==> src/design/serial_adapter_cfg.svh <==
// How it works
// - Control bits 1:0: divide 1/16/64 or reset
// - Control bits 4:2 pick length, parity, stops
// - Control bits 6:5: send-request, tx interrupt, break
// - Control bit 7 enables receive interrupts
// - Transmission starts within one bit period
// - Status bit 1 set while the transmit FIFO has room
// - Completed character fills empty holding, sets bit0
// - Receive-full clears on read or master reset
// - Status bit 2 shows carrier absent
// - Status bit 4 flags missing first stop
// - Status bit 5 flags lost characters
// - Status bit 6 flags parity mismatch
// - Status bit 7 mirrors interrupt request output
// - Interrupt bit clears on data read; tx interrupt drops while FIFO is full and for one cycle after each data write
// - Two locations: write control/tx, read status/rx
`ifndef SERIAL_ADAPTER_CFG_SVH
`define SERIAL_ADAPTER_CFG_SVH

// Register select values
`define SA_SEL_CTRL_STATUS 1'b0
`define SA_SEL_DATA 1'b1

// Control register fields and reset value
`define SA_CTRL_RESET 8'h03
`define SA_CTRL_DIV_HI 1
`define SA_CTRL_DIV_LO 0
`define SA_CTRL_FMT_HI 4
`define SA_CTRL_FMT_LO 2
`define SA_CTRL_TXC_HI 6
`define SA_CTRL_TXC_LO 5
`define SA_CTRL_RXIE 7

// Divide codes
`define SA_DIV_1 2'h0
`define SA_DIV_16 2'h1
`define SA_DIV_64 2'h2
`define SA_DIV_MRESET 2'h3
`define SA_RATIO_1 7'h01
`define SA_RATIO_16 7'h10
`define SA_RATIO_64 7'h40

// Transmitter control codes
`define SA_TXC_TIE 2'h1
`define SA_TXC_RTS_HIGH 2'h2
`define SA_TXC_BREAK 2'h3

// Input clock to serial clock prescale, cycles
`define SA_BIT_CLK_DIV 16
`define SA_FIFO_DEPTH 16

`endif

==> src/design/serial_adapter_pkg.sv <==
package serial_adapter_pkg;

  // One host bus cycle, strobes valid for one clock
  typedef struct packed {
    logic sel;
    logic reg_sel;
    logic rd;
    logic wr;
    logic [7:0] wdata;
  } host_req_s;

  typedef struct packed {
    logic irq;
    logic parity_err;
    logic overrun;
    logic framing_err;
    logic clear_to_send;
    logic no_carrier;
    logic tx_holding_empty;
    logic rx_holding_full;
  } line_status_s;

  typedef enum logic [3:0] {
    RX_IDLE = 4'h1,
    RX_START = 4'h2,
    RX_DATA = 4'h4,
    RX_STOP = 4'h8
  } rx_state_e;

endpackage : serial_adapter_pkg

==> src/design/async_serial_adapter.sv <==
`timescale 1ns/100ps
`default_nettype none
`include "serial_adapter_cfg.svh"

module async_serial_adapter #(
  parameter int BIT_CLK_DIV = `SA_BIT_CLK_DIV,
  parameter int FIFO_DEPTH = `SA_FIFO_DEPTH
) (
  // Clock and reset
  input wire logic i_clock,
  input wire logic i_resetn,
  // Host port
  input wire serial_adapter_pkg::host_req_s i_host,
  output logic [7:0] o_rdata,
  output logic o_irq_n,
  // Serial line and modem pins
  input wire logic i_rx_data,
  input wire logic i_carrier_n,
  output logic o_tx_data,
  output logic o_send_req_n
);

  // Format decode shared by both directions
  function automatic logic fmt_word8(input logic [2:0] f);
    return f[2];
  endfunction : fmt_word8

  function automatic logic fmt_parity(input logic [2:0] f);
    return !(f[2] && !f[1]);
  endfunction : fmt_parity

  function automatic logic fmt_odd(input logic [2:0] f);
    return f[0];
  endfunction : fmt_odd

  function automatic logic fmt_two_stop(input logic [2:0] f);
    return (f[2:1] == 2'h0) || (f == 3'h4);
  endfunction : fmt_two_stop

  function automatic logic [3:0] fmt_bits(input logic [2:0] f);
    return (fmt_word8(f) ? 4'h8 : 4'h7) + {3'h0, fmt_parity(f)};
  endfunction : fmt_bits

  // Control register and host decode
  logic [7:0] ctrl_q;
  wire [1:0] div_sel = ctrl_q[`SA_CTRL_DIV_HI:`SA_CTRL_DIV_LO];
  wire [2:0] fmt = ctrl_q[`SA_CTRL_FMT_HI:`SA_CTRL_FMT_LO];
  wire [1:0] txc = ctrl_q[`SA_CTRL_TXC_HI:`SA_CTRL_TXC_LO];
  wire mreset = (div_sel == `SA_DIV_MRESET);
  wire [6:0] ratio = (div_sel == `SA_DIV_64) ? `SA_RATIO_64 :
                     (div_sel == `SA_DIV_16) ? `SA_RATIO_16 : `SA_RATIO_1;
  wire [6:0] half = {1'b0, ratio[6:1]};
  wire send_break = (txc == `SA_TXC_BREAK);

  wire ctrl_wr = i_host.sel && i_host.wr && (i_host.reg_sel == `SA_SEL_CTRL_STATUS);
  wire tx_wr = i_host.sel && i_host.wr && (i_host.reg_sel == `SA_SEL_DATA);
  wire stat_rd = i_host.sel && i_host.rd && (i_host.reg_sel == `SA_SEL_CTRL_STATUS);
  wire rx_rd = i_host.sel && i_host.rd && (i_host.reg_sel == `SA_SEL_DATA);

  always_ff @(posedge i_clock) begin
    if (!i_resetn) begin
      ctrl_q <= `SA_CTRL_RESET;
    end else if (ctrl_wr) begin
      ctrl_q <= i_host.wdata;
    end
  end

  // Pin synchronisers
  logic rx_s1_q;
  logic rx_s2_q;
  logic dcd_s1_q;
  logic dcd_s2_q;

  always_ff @(posedge i_clock) begin
    if (!i_resetn) begin
      rx_s1_q <= 1'b1;
      rx_s2_q <= 1'b1;
      dcd_s1_q <= 1'b1;
      dcd_s2_q <= 1'b1;
    end else begin
      rx_s1_q <= i_rx_data;
      rx_s2_q <= rx_s1_q;
      dcd_s1_q <= i_carrier_n;
      dcd_s2_q <= dcd_s1_q;
    end
  end

  // Serial clock enable from the prescaler
  logic [15:0] pre_q;
  wire tick = (pre_q == 16'(BIT_CLK_DIV - 1));

  always_ff @(posedge i_clock) begin
    if (!i_resetn || tick) begin
      pre_q <= '0;
    end else begin
      pre_q <= pre_q + 16'h0001;
    end
  end

  // Transmit path through the FIFO
  logic fifo_in_ready;
  logic fifo_out_valid;
  logic [7:0] fifo_out_data;
  logic [11:0] tx_shift_q;
  logic [3:0] tx_left_q;
  logic [6:0] tx_cnt_q;
  logic txd_q;
  logic rts_n_q;

  wire tx_idle = (tx_left_q == 4'h0);
  // Shifter stalls the FIFO while busy or sending break, so it really fills
  wire tx_load = tx_idle && fifo_out_valid && !mreset && !send_break;
  wire tx_bit_end = tick && !tx_idle && (tx_cnt_q == ratio - 7'h01);
  wire [7:0] tx_char = fmt_word8(fmt) ? fifo_out_data : {1'b0, fifo_out_data[6:0]};
  wire tx_par = (^tx_char) ^ fmt_odd(fmt);
  wire [3:0] tx_len = 4'h2 + fmt_bits(fmt) + {3'h0, fmt_two_stop(fmt)};
  // Start low, data LSB first, parity, then high stops
  wire [11:0] tx_frame = fmt_word8(fmt) ?
      (fmt_parity(fmt) ? {2'h3, tx_par, tx_char, 1'b0} : {3'h7, tx_char, 1'b0}) :
      {3'h7, tx_par, tx_char[6:0], 1'b0};

  tx_fifo #(
    .WIDTH(8),
    .DEPTH(FIFO_DEPTH)
  ) u_tx_fifo (
    .i_clock(i_clock),
    .i_resetn(i_resetn),
    .i_flush(mreset),
    .i_in_valid(tx_wr),
    .o_in_ready(fifo_in_ready),
    .i_in_data(i_host.wdata),
    .o_out_valid(fifo_out_valid),
    .i_out_ready(tx_load),
    .o_out_data(fifo_out_data)
  );

  always_ff @(posedge i_clock) begin
    if (!i_resetn || mreset) begin
      tx_shift_q <= 12'hFFF;
      tx_left_q <= 4'h0;
      tx_cnt_q <= 7'h00;
    end else if (tx_load) begin
      tx_shift_q <= tx_frame;
      tx_left_q <= tx_len;
      tx_cnt_q <= 7'h00;
    end else if (tx_bit_end) begin
      tx_shift_q <= {1'b1, tx_shift_q[11:1]};
      tx_left_q <= tx_left_q - 4'h1;
      tx_cnt_q <= 7'h00;
    end else if (tick && !tx_idle) begin
      tx_cnt_q <= tx_cnt_q + 7'h01;
    end
  end

  always_ff @(posedge i_clock) begin
    if (!i_resetn) begin
      txd_q <= 1'b1;
      rts_n_q <= 1'b1;
    end else begin
      txd_q <= send_break ? 1'b0 : (tx_idle ? 1'b1 : tx_shift_q[0]);
      rts_n_q <= mreset || (txc == `SA_TXC_RTS_HIGH);
    end
  end

  // Receiver
  serial_adapter_pkg::rx_state_e rx_state_q;
  logic [6:0] rx_cnt_q;
  logic [3:0] rx_idx_q;
  logic [8:0] rx_bits_q;
  logic rx_done_q;
  logic rx_ferr_q;

  wire rx_bit_end = tick && (rx_cnt_q == ratio - 7'h01);

  always_ff @(posedge i_clock) begin
    if (!i_resetn || mreset) begin
      rx_state_q <= serial_adapter_pkg::RX_IDLE;
      rx_cnt_q <= 7'h00;
      rx_idx_q <= 4'h0;
      rx_bits_q <= 9'h000;
      rx_done_q <= 1'b0;
      rx_ferr_q <= 1'b0;
    end else begin
      rx_done_q <= 1'b0;
      case (rx_state_q)
        serial_adapter_pkg::RX_IDLE: begin
          rx_cnt_q <= 7'h00;
          if (tick && !rx_s2_q) begin
            rx_state_q <= serial_adapter_pkg::RX_START;
          end
        end
        serial_adapter_pkg::RX_START: begin
          // Recheck mid start bit to reject glitches
          if (tick && rx_cnt_q == half) begin
            rx_cnt_q <= 7'h00;
            rx_idx_q <= 4'h0;
            rx_state_q <= rx_s2_q ? serial_adapter_pkg::RX_IDLE : serial_adapter_pkg::RX_DATA;
          end else if (tick) begin
            rx_cnt_q <= rx_cnt_q + 7'h01;
          end
        end
        serial_adapter_pkg::RX_DATA: begin
          if (rx_bit_end) begin
            rx_cnt_q <= 7'h00;
            rx_bits_q[rx_idx_q] <= rx_s2_q;
            rx_idx_q <= rx_idx_q + 4'h1;
            if (rx_idx_q == fmt_bits(fmt) - 4'h1) begin
              rx_state_q <= serial_adapter_pkg::RX_STOP;
            end
          end else if (tick) begin
            rx_cnt_q <= rx_cnt_q + 7'h01;
          end
        end
        serial_adapter_pkg::RX_STOP: begin
          // Only the first stop is checked; a second one looks like idle
          if (rx_bit_end) begin
            rx_done_q <= 1'b1;
            rx_ferr_q <= !rx_s2_q;
            rx_state_q <= serial_adapter_pkg::RX_IDLE;
          end else if (tick) begin
            rx_cnt_q <= rx_cnt_q + 7'h01;
          end
        end
        default: begin
          rx_state_q <= serial_adapter_pkg::RX_IDLE;
        end
      endcase
    end
  end

  wire [7:0] rx_char = fmt_word8(fmt) ? rx_bits_q[7:0] : {1'b0, rx_bits_q[6:0]};
  wire rx_pbit = fmt_word8(fmt) ? rx_bits_q[8] : rx_bits_q[7];
  wire rx_perr = fmt_parity(fmt) && (((^rx_char) ^ rx_pbit) != fmt_odd(fmt));

  // Receive holding and status flags
  logic [7:0] rx_hold_q;
  logic rx_full_q;
  logic overrun_q;
  logic ferr_q;
  logic perr_q;
  logic irq_q;
  logic [7:0] rdata_q;

  // A read in the same cycle frees the holding register for the new character
  wire rx_load = rx_done_q && (!rx_full_q || rx_rd);
  wire rx_lost = rx_done_q && rx_full_q && !rx_rd;
  wire rx_full_d = rx_load || (rx_full_q && !rx_rd);
  wire overrun_d = rx_lost || (overrun_q && !rx_rd);
  wire tx_empty = fifo_in_ready;
  wire rx_irq = ctrl_q[`SA_CTRL_RXIE] && (rx_full_d || overrun_d);
  wire tx_irq = (txc == `SA_TXC_TIE) && tx_empty && !tx_wr;
  wire irq_d = !mreset && (rx_irq || tx_irq);

  serial_adapter_pkg::line_status_s status;
  assign status.irq = irq_q;
  assign status.parity_err = perr_q;
  assign status.overrun = overrun_q;
  assign status.framing_err = ferr_q;
  assign status.clear_to_send = 1'b0;
  assign status.no_carrier = dcd_s2_q;
  assign status.tx_holding_empty = tx_empty && !mreset;
  assign status.rx_holding_full = rx_full_q;

  always_ff @(posedge i_clock) begin
    if (!i_resetn || mreset) begin
      rx_hold_q <= 8'h00;
      rx_full_q <= 1'b0;
      overrun_q <= 1'b0;
      ferr_q <= 1'b0;
      perr_q <= 1'b0;
      irq_q <= 1'b0;
    end else begin
      rx_full_q <= rx_full_d;
      overrun_q <= overrun_d;
      irq_q <= irq_d;
      if (rx_load) begin
        rx_hold_q <= rx_char;
        ferr_q <= rx_ferr_q;
        perr_q <= rx_perr;
      end
    end
  end

  always_ff @(posedge i_clock) begin
    if (!i_resetn) begin
      rdata_q <= 8'h00;
    end else if (stat_rd) begin
      rdata_q <= status;
    end else if (rx_rd) begin
      rdata_q <= rx_hold_q;
    end
  end

  assign o_rdata = rdata_q;
  assign o_irq_n = !irq_q;
  assign o_tx_data = txd_q;
  assign o_send_req_n = rts_n_q;

endmodule : async_serial_adapter

`default_nettype wire

==> src/design/tx_fifo.sv <==
`timescale 1ns/100ps
`default_nettype none

module tx_fifo #(
  parameter int WIDTH = 8,
  parameter int DEPTH = 16
) (
  // Clock and reset
  input wire logic i_clock,
  input wire logic i_resetn,
  input wire logic i_flush,
  // Fill side
  input wire logic i_in_valid,
  output logic o_in_ready,
  input wire logic [WIDTH-1:0] i_in_data,
  // Drain side
  output logic o_out_valid,
  input wire logic i_out_ready,
  output logic [WIDTH-1:0] o_out_data
);
  localparam int AW = $clog2(DEPTH);

  logic [WIDTH-1:0] mem_q [DEPTH];
  logic [AW-1:0] wr_ptr_q;
  logic [AW-1:0] rd_ptr_q;
  logic [AW:0] count_q;
  logic out_valid_q;
  logic [WIDTH-1:0] out_data_q;

  wire push = i_in_valid && o_in_ready;
  // Output register is refilled whenever it empties or is taken
  wire load = (count_q != '0) && (!out_valid_q || i_out_ready);
  wire take = out_valid_q && i_out_ready;

  assign o_in_ready = (count_q != (AW+1)'(DEPTH)) && !i_flush;
  assign o_out_valid = out_valid_q;
  assign o_out_data = out_data_q;

  always_ff @(posedge i_clock) begin
    if (push) begin
      mem_q[wr_ptr_q] <= i_in_data;
    end
  end

  always_ff @(posedge i_clock) begin
    if (!i_resetn || i_flush) begin
      wr_ptr_q <= '0;
      rd_ptr_q <= '0;
      count_q <= '0;
      out_valid_q <= 1'b0;
      out_data_q <= '0;
    end else begin
      if (push) begin
        wr_ptr_q <= wr_ptr_q + 1'b1;
      end
      if (load) begin
        rd_ptr_q <= rd_ptr_q + 1'b1;
        out_data_q <= mem_q[rd_ptr_q];
        out_valid_q <= 1'b1;
      end else if (take) begin
        out_valid_q <= 1'b0;
      end
      count_q <= count_q + (AW+1)'(push) - (AW+1)'(load);
    end
  end

endmodule : tx_fifo

`default_nettype wire

==> config.mk <==
export PLATFORM = sky130hd
export DESIGN_NAME = async_serial_adapter
export DESIGN_NICKNAME = d
export VERILOG_FILES = /design/src/design/serial_adapter_pkg.sv /design/src/design/async_serial_adapter.sv /design/src/design/tx_fifo.sv
export VERILOG_INCLUDE_DIRS = /design/src /design/src/design
export SDC_FILE = /design/constraint.sdc
export NUM_CORES = 1
export LEC_CHECK = 0
export BUFFER_PORTS_ARGS = -buffer_cell sky130_fd_sc_hd__buf_2
export CAP_MARGIN = 40
export CORE_UTILIZATION = 41
export CTS_CLUSTER_SIZE = 8
export DETAILED_ROUTE_END_ITERATION = 10
export HOLD_SLACK_MARGIN = 0.15
export SYNTH_ARGS = -nofsm -noshare
export SYNTH_HDL_FRONTEND = slang
export SYNTH_SLANG_ARGS = --single-unit
==> constraint.sdc <==
create_clock -name i_clock -period 7.3 [get_ports i_clock]
set_clock_uncertainty 0.1 [all_clocks]
set_input_delay 0.365 -clock i_clock [delete_from_list [all_inputs] [get_ports i_clock]]
set_output_delay 0.365 -clock i_clock [all_outputs]
set_load 0.02 [all_outputs]
# --- After elaboration in Yosys (flattened, before gate mapping) ---
# Memory sizes are Yosys's and may differ from the RTL's. A register that Yosys moved wholly into a read port is not among the register bits.
# Index checks and enable logic that the tools add are counted.
# W data, S select, Z words.
classes:
  add_sub_neg: 14
  n_mul: 0
  div_mod_pow: 0
  n_lt_le_gt_ge: 2
  eq_ne: 24
  shifts: 0
  muxes: 39
  bitwise: 5
  reduce_logical: 71
ops:
  columns: ["op", "n"]
  rows:
  - ["$mux W4", 10]
  - ["$mux W7", 5]
  - ["$mux W8", 4]
  - ["$logic_and A1 B1 Y1", 31]
  - ["$pmux W7 S4", 1]
  - ["$mux W12", 2]
  - ["$mux W10", 2]
  - ["$add A16 B1 Y16 const B", 1]
  - ["$eq A16 B4 Y1 const B", 1]
  - ["$pmux W4 S4", 1]
  - ["$reduce_xor A8 Y1", 2]
  - ["$add A7 B1 Y7 const B", 2]
  - ["$eq A7 B7 Y1", 2]
  - ["$add A4 B1 Y4 const B", 3]
  - ["$logic_not A1 Y1", 12]
  - ["$ne A2 B2 Y1 const B", 6]
  - ["$logic_or A1 B1 Y1", 10]
  - ["$bwmux W9", 1]
  - ["$mux W1", 9]
  - ["$add A4 B1 Y4", 2]
  - ["$eq A2 B2 Y1 const B", 4]
  - ["$pmux W4 S2", 1]
  - ["$reduce_bool A2 Y1", 4]
  - ["$sub A4 B1 Y4 const B", 2]
  - ["30 further kinds", 37]
word_totals:
  reg_bits: 114
  latchBits: 0
  ramBits: 128
  rom_bits: 0
  input_bits: 16
  out_inout_bits: 11
  word_cells: 185
  n_memories: 1
mem_list:
  columns: ["name", "depth", "word_bits", "rd", "rd_clocked_by_memory_dff", "write_ports", "line_no", "source"]
  rows:
  - ["u_tx_fifo.mem_q", 16, 8, 1, 1, 1, "tx_fifo.sv:23", "logic [WIDTH-1:0] mem_q [DEPTH];"]

# --- Longest topological paths before layout ---
# Gate-level depths: netlist of run 1.
logic_depth:
  ltp_word: 9
  depth_mapped: 14
  ltp_nobuf: 13

# --- Hierarchy ---
# From an unflattened synthesis of run 1, not the netlist that was laid out.
hier_totals:
  hier_cells: 877
  hier_area_um2: 10928.0
by_module_without_submodules:
  columns: ["mod", "instances", "cells_each", "area_per_inst_um2", "seq_area_each_um2"]
  rows:
  - ["tx_fifo", 1, 325, 6100.9, 4284.1]
  - ["async_serial_adapter", 1, 552, 4827.1, 1961.9]

# --- Least setup slack after synthesis of run 1 ---
# No wires, ideal clock.
synth_path:
  path_kind: "register -> register"
  startpoint: "register tx_left_q[0]"
  endpoint: "register u_tx_fifo.count_q[4]"
  setup_ps: 70
  arrival_time_ps: 3340
  required_time_ps: 7130
  setup_slack_ps: 3790
  stages_incl_launch_ff: 15
  path_buffers: 1
  period_less_slack_ps: 3510
  cell_sequence: "dfxtp_1 -> inv_1 -> ha_1 -> nor3b_1 -> nand4b_1 -> a21oi_1 -> buf_2 -> ha_1 -> inv_1 -> ha_1 -> fa_1 -> a21oi_1 -> nor2_1 -> or3_1 -> a21oi_1"
synth_via:
  elab_chain_len: 7
synth_lines:
  columns: ["element", "line_no", "source"]
  rows:
  - ["from (decl)", "async_serial_adapter.sv:105", "logic [3:0] tx_left_q;"]
  - ["from (signal assigned)", "async_serial_adapter.sv:144", "tx_left_q <= tx_len;"]
  - ["from (signal assigned)", "async_serial_adapter.sv:148", "tx_left_q <= tx_left_q - 4'h1;"]
  - ["$logic_not A4 Y1", "async_serial_adapter.sv:110", "wire tx_idle = (tx_left_q == 4'h0);"]
  - ["$logic_and A1 B1 Y1 (3 in series)", "async_serial_adapter.sv:112", "wire tx_load = tx_idle && fifo_out_valid && !mreset && !send_break;"]
  - ["$logic_or A1 B1 Y1", "tx_fifo.sv:32", "wire load = (count_q != '0) && (!out_valid_q || i_out_ready);"]
  - ["$logic_and A1 B1 Y1", "tx_fifo.sv:32", null]
  - ["named net u_tx_fifo.load", "tx_fifo.sv:32", null]
  - ["$sub A5 B1 Y5", "tx_fifo.sv:63", "count_q <= count_q + (AW+1)'(push) - (AW+1)'(load);"]
  - ["to (signal assigned)", "tx_fifo.sv:63", null]
  - ["to (decl)", "tx_fifo.sv:26", "logic [AW:0] count_q;"]
# The timed path passes the listed nets, and every way through them passes these cells.
# A chain may end at the register's enable or synchronous reset.

# --- Worst setup path after layout of run 1 ---
layout_path:
  startpoint: "register tx_left_q[0]"
  endpoint: "register u_tx_fifo.count_q[4]"
layout_via:
  elab_chain_len: 7
layout_lines:
  columns: ["element", "line_no"]
  rows:
  - ["$logic_not A4 Y1", "async_serial_adapter.sv:110"]
  - ["$logic_and A1 B1 Y1 (3 in series)", "async_serial_adapter.sv:112"]
  - ["$logic_or A1 B1 Y1", "tx_fifo.sv:32"]
  - ["$logic_and A1 B1 Y1", "tx_fifo.sv:32"]
  - ["$sub A5 B1 Y5", "tx_fifo.sv:63"]
# No other way between the ends.

==> results.py, run 1 <==
metrics = {
    "layout": {
        "drive_gt1_share_pct": 17.3,
        "n_antenna_cell": 0,
        "area_growth_pct": 15.1,
        "fin_nets": 925,
    },
    "power": {
        "comb_power_share_pct": 2.4,
        "power.share.switching_pct": 21.2,
        "clockPowerShare_pct": 49.6,
        "leakage_nw": 4.19,
        "pwr-share-seq_pct": 48.1,
        "switching_power_uw": 652,
        "cellInternalPower_mw": 2.43,
        "peakVddDrop_mv": 0.205,
        "power_density_nw_per_um2": 249,
    },
    "die": {
        "core_region_area_um2": 25400,
        "initial_core_util_pct": 42.3,
        "design.die.area_um2": 26800,
        "die_h_um": 164,
        "row_count": 58,
        "die_w_um": 164,
        "io-pin-count": 27,
    },
    "sta": {
        "maxSlewHeadroom_pct": 43.1,
        "timing.hold.ws_ps": 156,
        "finalSetupViolations": 0,
        "period_minus_slack_ps": 4360,
        "finalHoldViolCount": 0,
        "fmax_ghz": 0.229,
        "tns_ps": 0,
        "finalCritPeriodShare_pct": 59.8,
        "tightest_slew_ps": 850,
        "drv_slew": 0,
        "rsz0062_at_grt": "no",
    },
    "place": {
        "place_congestion": 0.777,
        "dp_hpwl_mm": 13.6,
        "portBuffers": 26,
    },
    "logic_synthesis": {
        "synth_area_um2": 10700,
        "ys_ff_latch": 248,
        "async_flop_share_pct": 0,
        "syn_inst": 834,
        "yosysTopAreaCell": "edfxtp_1",
        "synth_edf_count": 128,
        "synth_most_common_cell": "edfxtp_1",
        "synth.avg_cell_area_um2": 12.9,
        "synth_top_area_share_pct": 35.8,
        "ys_types": 63,
        "yosysSeqAreaShare_pct": 58.2,
        "synth_common_cells": "edfxtp_1, dfxtp_1, nor2_1",
        "synthFlopType": "edfxtp_1",
        "synth_area_leaders": "edfxtp_1, dfxtp_1, mux4_2",
        "yosysWarnings": 0,
    },
    "worst_setup_path": {
        "critPathBufInv": 3,
        "rrSetupSlack_ps": 2940,
        "crit_family": "simple AND/OR/NAND/NOR gates",
        "cp-startpoint": "tx_left_q[0]",
        "slowest_stage": "nand4b_1",
        "reg2reg_to": "u_tx_fifo.count_q[4]",
        "critPathMaxStageDelay_ps": 850,
        "r2r-start": "tx_left_q[0]",
        "critPathMaxFanout": 14,
        "critPathKind": "reg2reg",
        "crit_arrival_ps": 4710,
        "endpoint": "u_tx_fifo.count_q[4]",
        "cp_num_cells": 14,
        "crit_path_start_kind": "flop",
        "worstRegToRegCells": 14,
        "crit_required_ps": 7650,
        "path_cells": "inv_1 > ha_1 > nor3b_1 > nand4b_1 > a21oi_1 > buf_4 > ha_1 > inv_1 > ha_1 > fa_1 > a21oi_1 > nor2_1 > or3_1 > a21oi_1",
        "crit_path_end_kind": "flop",
    },
    "clocking": {
        "cts_tree": "yes",
        "root_buffer": "clkbuf_16",
        "cts_buffers": 37,
        "htree_levels": 2,
        "cts.sinks": 248,
        "clk_latency_ps": 520,
        "post_cts_buffers": 0,
        "clockBufferDepth": 3,
        "clk_pin_slew_ps": 50,
        "ctsHoldBuffers": 8,
        "post_cts_resized": 0,
    },
    "routing": {
        "remaining_drc_errors": 0,
        "ant_nets": 0,
        "drtPass1Iterations": 4,
        "wl_mm": 20.6,
        "via_per_inst": 5.19,
        "drtIter0Drc": 376,
        "wire_per_inst_um": 16.8,
        "vias": 6345,
    },
    "job": {
        "max_cap_viol_count": 0,
    },
    "min_path": {
        "hp-class": "in2reg",
        "whs_path_depth": 1,
    },
    "outcome": {
        "outcome": "complete, no violations",
    },
    "grt": {
        "grt_pass1_wl_mm": 33.8,
        "grt_start_max_net_pins": 43,
        "track_usage_pct": 16.1,
        "antenna_found_initial": 0,
        "grt_pass1_vias": 6395,
        "grt-ovfl-total": 0,
    },
}
## metal layers
layer  up-vias  global-route usage (%)  wire (um)
met3        46                    3.31        874
li1       3138                       -          -
met1      3039                    22.1       9940
met5         -                       0          0
met4         0                    5.35        527
met2       122                    25.3       9230
## cells in the final DEF (no fill, tap or decap), drive strengths merged, types with 14 or more instances in the layout
| cell type | instances |
|---|---|
| a21oi | 31 |
| buf | 38 |
| clkbuf | 46 |
| dfxtp | 120 |
| edfxtp | 128 |
| ha | 28 |
| inv | 23 |
| mux2i | 39 |
| mux4 | 40 |
| nand2 | 67 |
| nand3 | 19 |
| nor2 | 79 |
| o21ai | 14 |
| xnor2 | 28 |
| xor2 | 27 |
## registers in the layout, summed over array words and instances (netlist names), 5 cells and up
signal	cells
ctrl_q	8
o_rdata	8
pre_q	16
rx_bits_q	9
rx_cnt_q	7
rx_hold_q	8
tx_cnt_q	7
tx_shift_q	10
u_tx_fifo.count_q	5
u_tx_fifo.mem_q	128
u_tx_fifo.o_out_data	8
## worst min-delay path by stage
stage / startpoint / end / slack (ps)
floorplan: dcd_s1_q / dcd_s2_q / 290
global placement: rx_s1_q / rx_s2_q / 290
detailed placement: rx_s1_q / rx_s2_q / 290
CTS: i_host[2] / u_tx_fifo.mem_q[1][2] / 150
global route: i_host[2] / u_tx_fifo.mem_q[3][2] / 160
finish: i_host[2] / u_tx_fifo.mem_q[1][2] / 160
## worst reg2reg max path: stages, from the launching register on
cell and delay (ps):
dfxtp_1 330, inv_1 80, ha_1 140, nor3b_1 650, nand4b_1 850, a21oi_1 370
buf_4 270, ha_1 170, inv_1 40, ha_1 200, fa_1 420, a21oi_1 160
nor2_1 60, or3_1 340, a21oi_1 140
## logic make-up after synthesis
| family | Yosys count | synth area share (%) |
|---|---|---|
| simple gates | 255 | 12.6 |
| flops | 248 | 58.2 |
| compound gates | 95 | 5.93 |
| mux | 87 | 12.9 |
| buf+inv | 64 | 2.40 |
| xor+xnor | 55 | 4.49 |
| fa+ha+maj | 29 | 3.45 |
| other cells | 1 | 0.0349 |
## final cells by class
cell class	count	area, um^2
fillers	2241	13000
well taps	330	413
repair buffers	47	310
inverters	23	86.3
clock buffers	46	960
clock inverters	5	103
multi-input cells	523	4240
flip-flops and latches	248	6250
## through the flow
step	util (%)	worst slack, ps	power [mW]	std cells	instance area, um^2
2_1_floorplan	-	3790	1.55	835	10700
3_3_place_gp	44.1	3120	1.58	1161	11200
3_5_place_dp	44.1	2990	1.58	1163	11200
4_1_cts	48.6	2970	3.13	1222	12400
5_1_grt	48.6	2660	3.19	1222	12400
6_report	48.6	2940	3.08	1222	12400
## power groups by stage
stage,clock [mW],combinational [mW],sequential (mW)
floorplan,0,0.0389,1.51
global placement,0,0.0698,1.51
detailed placement,0,0.0706,1.51
CTS,1.57,0.0746,1.48
global route,1.63,0.0822,1.48
finish,1.53,0.0732,1.48
Note: power is estimated with default switching activity, not from simulation.
==> inputs of run 2 (changes only) <==
==> constraint.sdc (replaced) <==
create_clock -name i_clock -period 4.6 [get_ports i_clock]
set_clock_uncertainty 0.1 [all_clocks]
set_input_delay 0.23 -clock i_clock [delete_from_list [all_inputs] [get_ports i_clock]]
set_output_delay 0.23 -clock i_clock [all_outputs]
set_load 0.02 [all_outputs]
==> results.py, run 2 (synthesis results as in run 1) <==
metrics = {
    "layout": {
        "top_register": "u_tx_fifo.mem_q",
        "largest_reg_flops": 128,
        "register_area_um2": 6250,
        "fin_nets": 933,
        "final_cell_mix": "edfxtp_1, dfxtp_1, nor2_1, nand2_1, mux4_2",
        "area_growth_pct": 15.3,
        "multiInputGateArea_um2": 4240,
        "top_regs": "u_tx_fifo.mem_q (128), pre_q (16), tx_shift_q (10)",
        "n_antenna_cell": 0,
        "fillCellCount": 2230,
        "drive_gt1_share_pct": 16.8,
        "instances_no_fill": 1237,
        "final_common_cell": "edfxtp_1",
    },
    "sta": {
        "timing.hold.ws_ps": 180,
        "period_minus_slack_ps": 3340,
        "maxSlewHeadroom_pct": 43.0,
        "drv_slew": 0,
        "tns_ps": 0,
        "finalCritPeriodShare_pct": 72.7,
        "rsz0062_at_grt": "no",
        "tightest_slew_ps": 852,
        "finalHoldViolCount": 0,
        "fin_ws_ps": 1260,
        "fmax_ghz": 0.299,
        "finalSetupViolations": 0,
    },
    "die": {
        "row_count": 58,
        "core_region_area_um2": 25400,
        "die_w_um": 164,
        "die_h_um": 164,
        "io-pin-count": 27,
        "initial_core_util_pct": 42.3,
        "design.die.area_um2": 26800,
    },
    "clocking": {
        "post_cts_buffers": 0,
        "htree_levels": 2,
        "clockBufferDepth": 3,
        "cts.sinks": 248,
        "clk_latency_ps": 510,
        "cts_buffers": 36,
        "clk_pin_slew_ps": 50,
        "root_buffer": "clkbuf_16",
        "cts_tree": "yes",
    },
    "worst_setup_path": {
        "crit_arrival_ps": 3660,
        "critPathKind": "reg2reg",
        "slowest_stage": "fa_1",
        "critPathMaxStageDelay_ps": 400,
        "critPathMaxFanout": 14,
        "crit_path_start_kind": "flop",
        "crit_required_ps": 4920,
        "crit_path_end_kind": "flop",
        "path_cells": "inv_1 > ha_1 > nor3b_1 > buf_4 > nand4b_1 > buf_4 > a21oi_1 > buf_4 > ha_1 > inv_1 > ha_1 > fa_1 > a21oi_1 > nor2_1 > or3_1 > a21oi_1",
    },
    "routing": {
        "wl_mm": 21.8,
        "remaining_drc_errors": 0,
        "ant_nets": 0,
        "via_per_inst": 5.21,
        "wire_per_inst_um": 17.6,
        "vias": 6447,
        "drtPass1Iterations": 5,
        "drtIter0Drc": 451,
    },
    "grt": {
        "track_usage_pct": 17.0,
        "antenna_found_initial": 0,
        "grt_start_max_net_pins": 36,
        "grt_pass1_vias": 6270,
        "grt_pass1_wl_mm": 34.8,
        "grt-ovfl-total": 0,
    },
    "outcome": {
        "outcome": "complete, no violations",
    },
    "place": {
        "place_congestion": 0.784,
        "dp_hpwl_mm": 14.2,
        "pre_cts_ws_ps": 1260,
        "portBuffers": 26,
        "dpl.cell_count": 1163,
    },
    "power": {
        "peakVddDrop_mv": 0.248,
        "leakage_nw": 4.20,
        "p_total_mw": 4.84,
        "power_density_nw_per_um2": 391,
    },
    "min_path": {
        "hp-class": "in2reg",
    },
    "job": {
        "max_cap_viol_count": 0,
    },
}
## run 2: cell types whose count changed in the layout (fill, tap and decap cells not counted), sizes merged
cell | previous run | this run
clkinvlp | 1 | 0
inv | 23 | 25
clkinv | 4 | 1
buf | 38 | 40
clkbuf | 46 | 54
clkdlybuf4s18 | 1 | 0
dlygate4sd3 | 8 | 16
## run 2: layer usage
metal	GRT usage, %	wire (um)
met1	23.3	10300
met2	27.6	10300
met3	3.11	930
met4	4.71	316
met5	0	0
## run 2: final timing paths
| path | slack, ps | to | cells past startpoint | start |
|---|---|---|---|---|
| worst max-delay path | 1260 | u_tx_fifo.count_q[4] | 16 | tx_left_q[0] |
| worst min-delay path | 180 | ctrl_q[3] | 5 | i_host[11] |
| worst max register to register | 1260 | u_tx_fifo.count_q[4] | 16 | tx_left_q[0] |
| worst min register to register | 310 | rx_s2_q | 1 | rx_s1_q |
## run 2: cell type report
| type | count | share of cell area, % |
|---|---|---|
| Sequential cell | 248 | 50.5 |
| Multi-Input combinational cell | 523 | 34.2 |
| Clock buffer | 54 | 7.82 |
| Tap cell | 330 | 3.34 |
| Timing Repair Buffer | 56 | 3.09 |
| Inverter | 23 | 0.697 |
| Clock inverter | 3 | 0.364 |
## run 2: stage by stage
stage | utilization, % | area, um^2
2_1_floorplan | - | 10700
3_3_place_gp | 44.0 | 11200
3_5_place_dp | 44.1 | 11200
4_1_cts | 48.7 | 12400
5_1_grt | 48.7 | 12400
6_report | 48.7 | 12400
## run 2: critical path, delay by kind of cell (launching register included)
family / cells / cell delay, ps
AO/OA/AOI/OAI: 3 / 410
adder cells (fa/ha/maj): 4 / 1070
buffers and inverters: 5 / 720
flip-flops: 1 / 360
AND/OR/NAND/NOR: 4 / 610
## run 2: what timing repair did
action	CTS	global route
resized for setup	0	0
endpoints found under the hold margin	152	0
hold buffers	16	0
## run 2: power by group
part           internal [mW]  leakage (nW)  switching, mW
combinational         0.0441          1.59         0.0797
clock                   1.45         0.486          0.919
sequential              2.34          2.12        0.00928
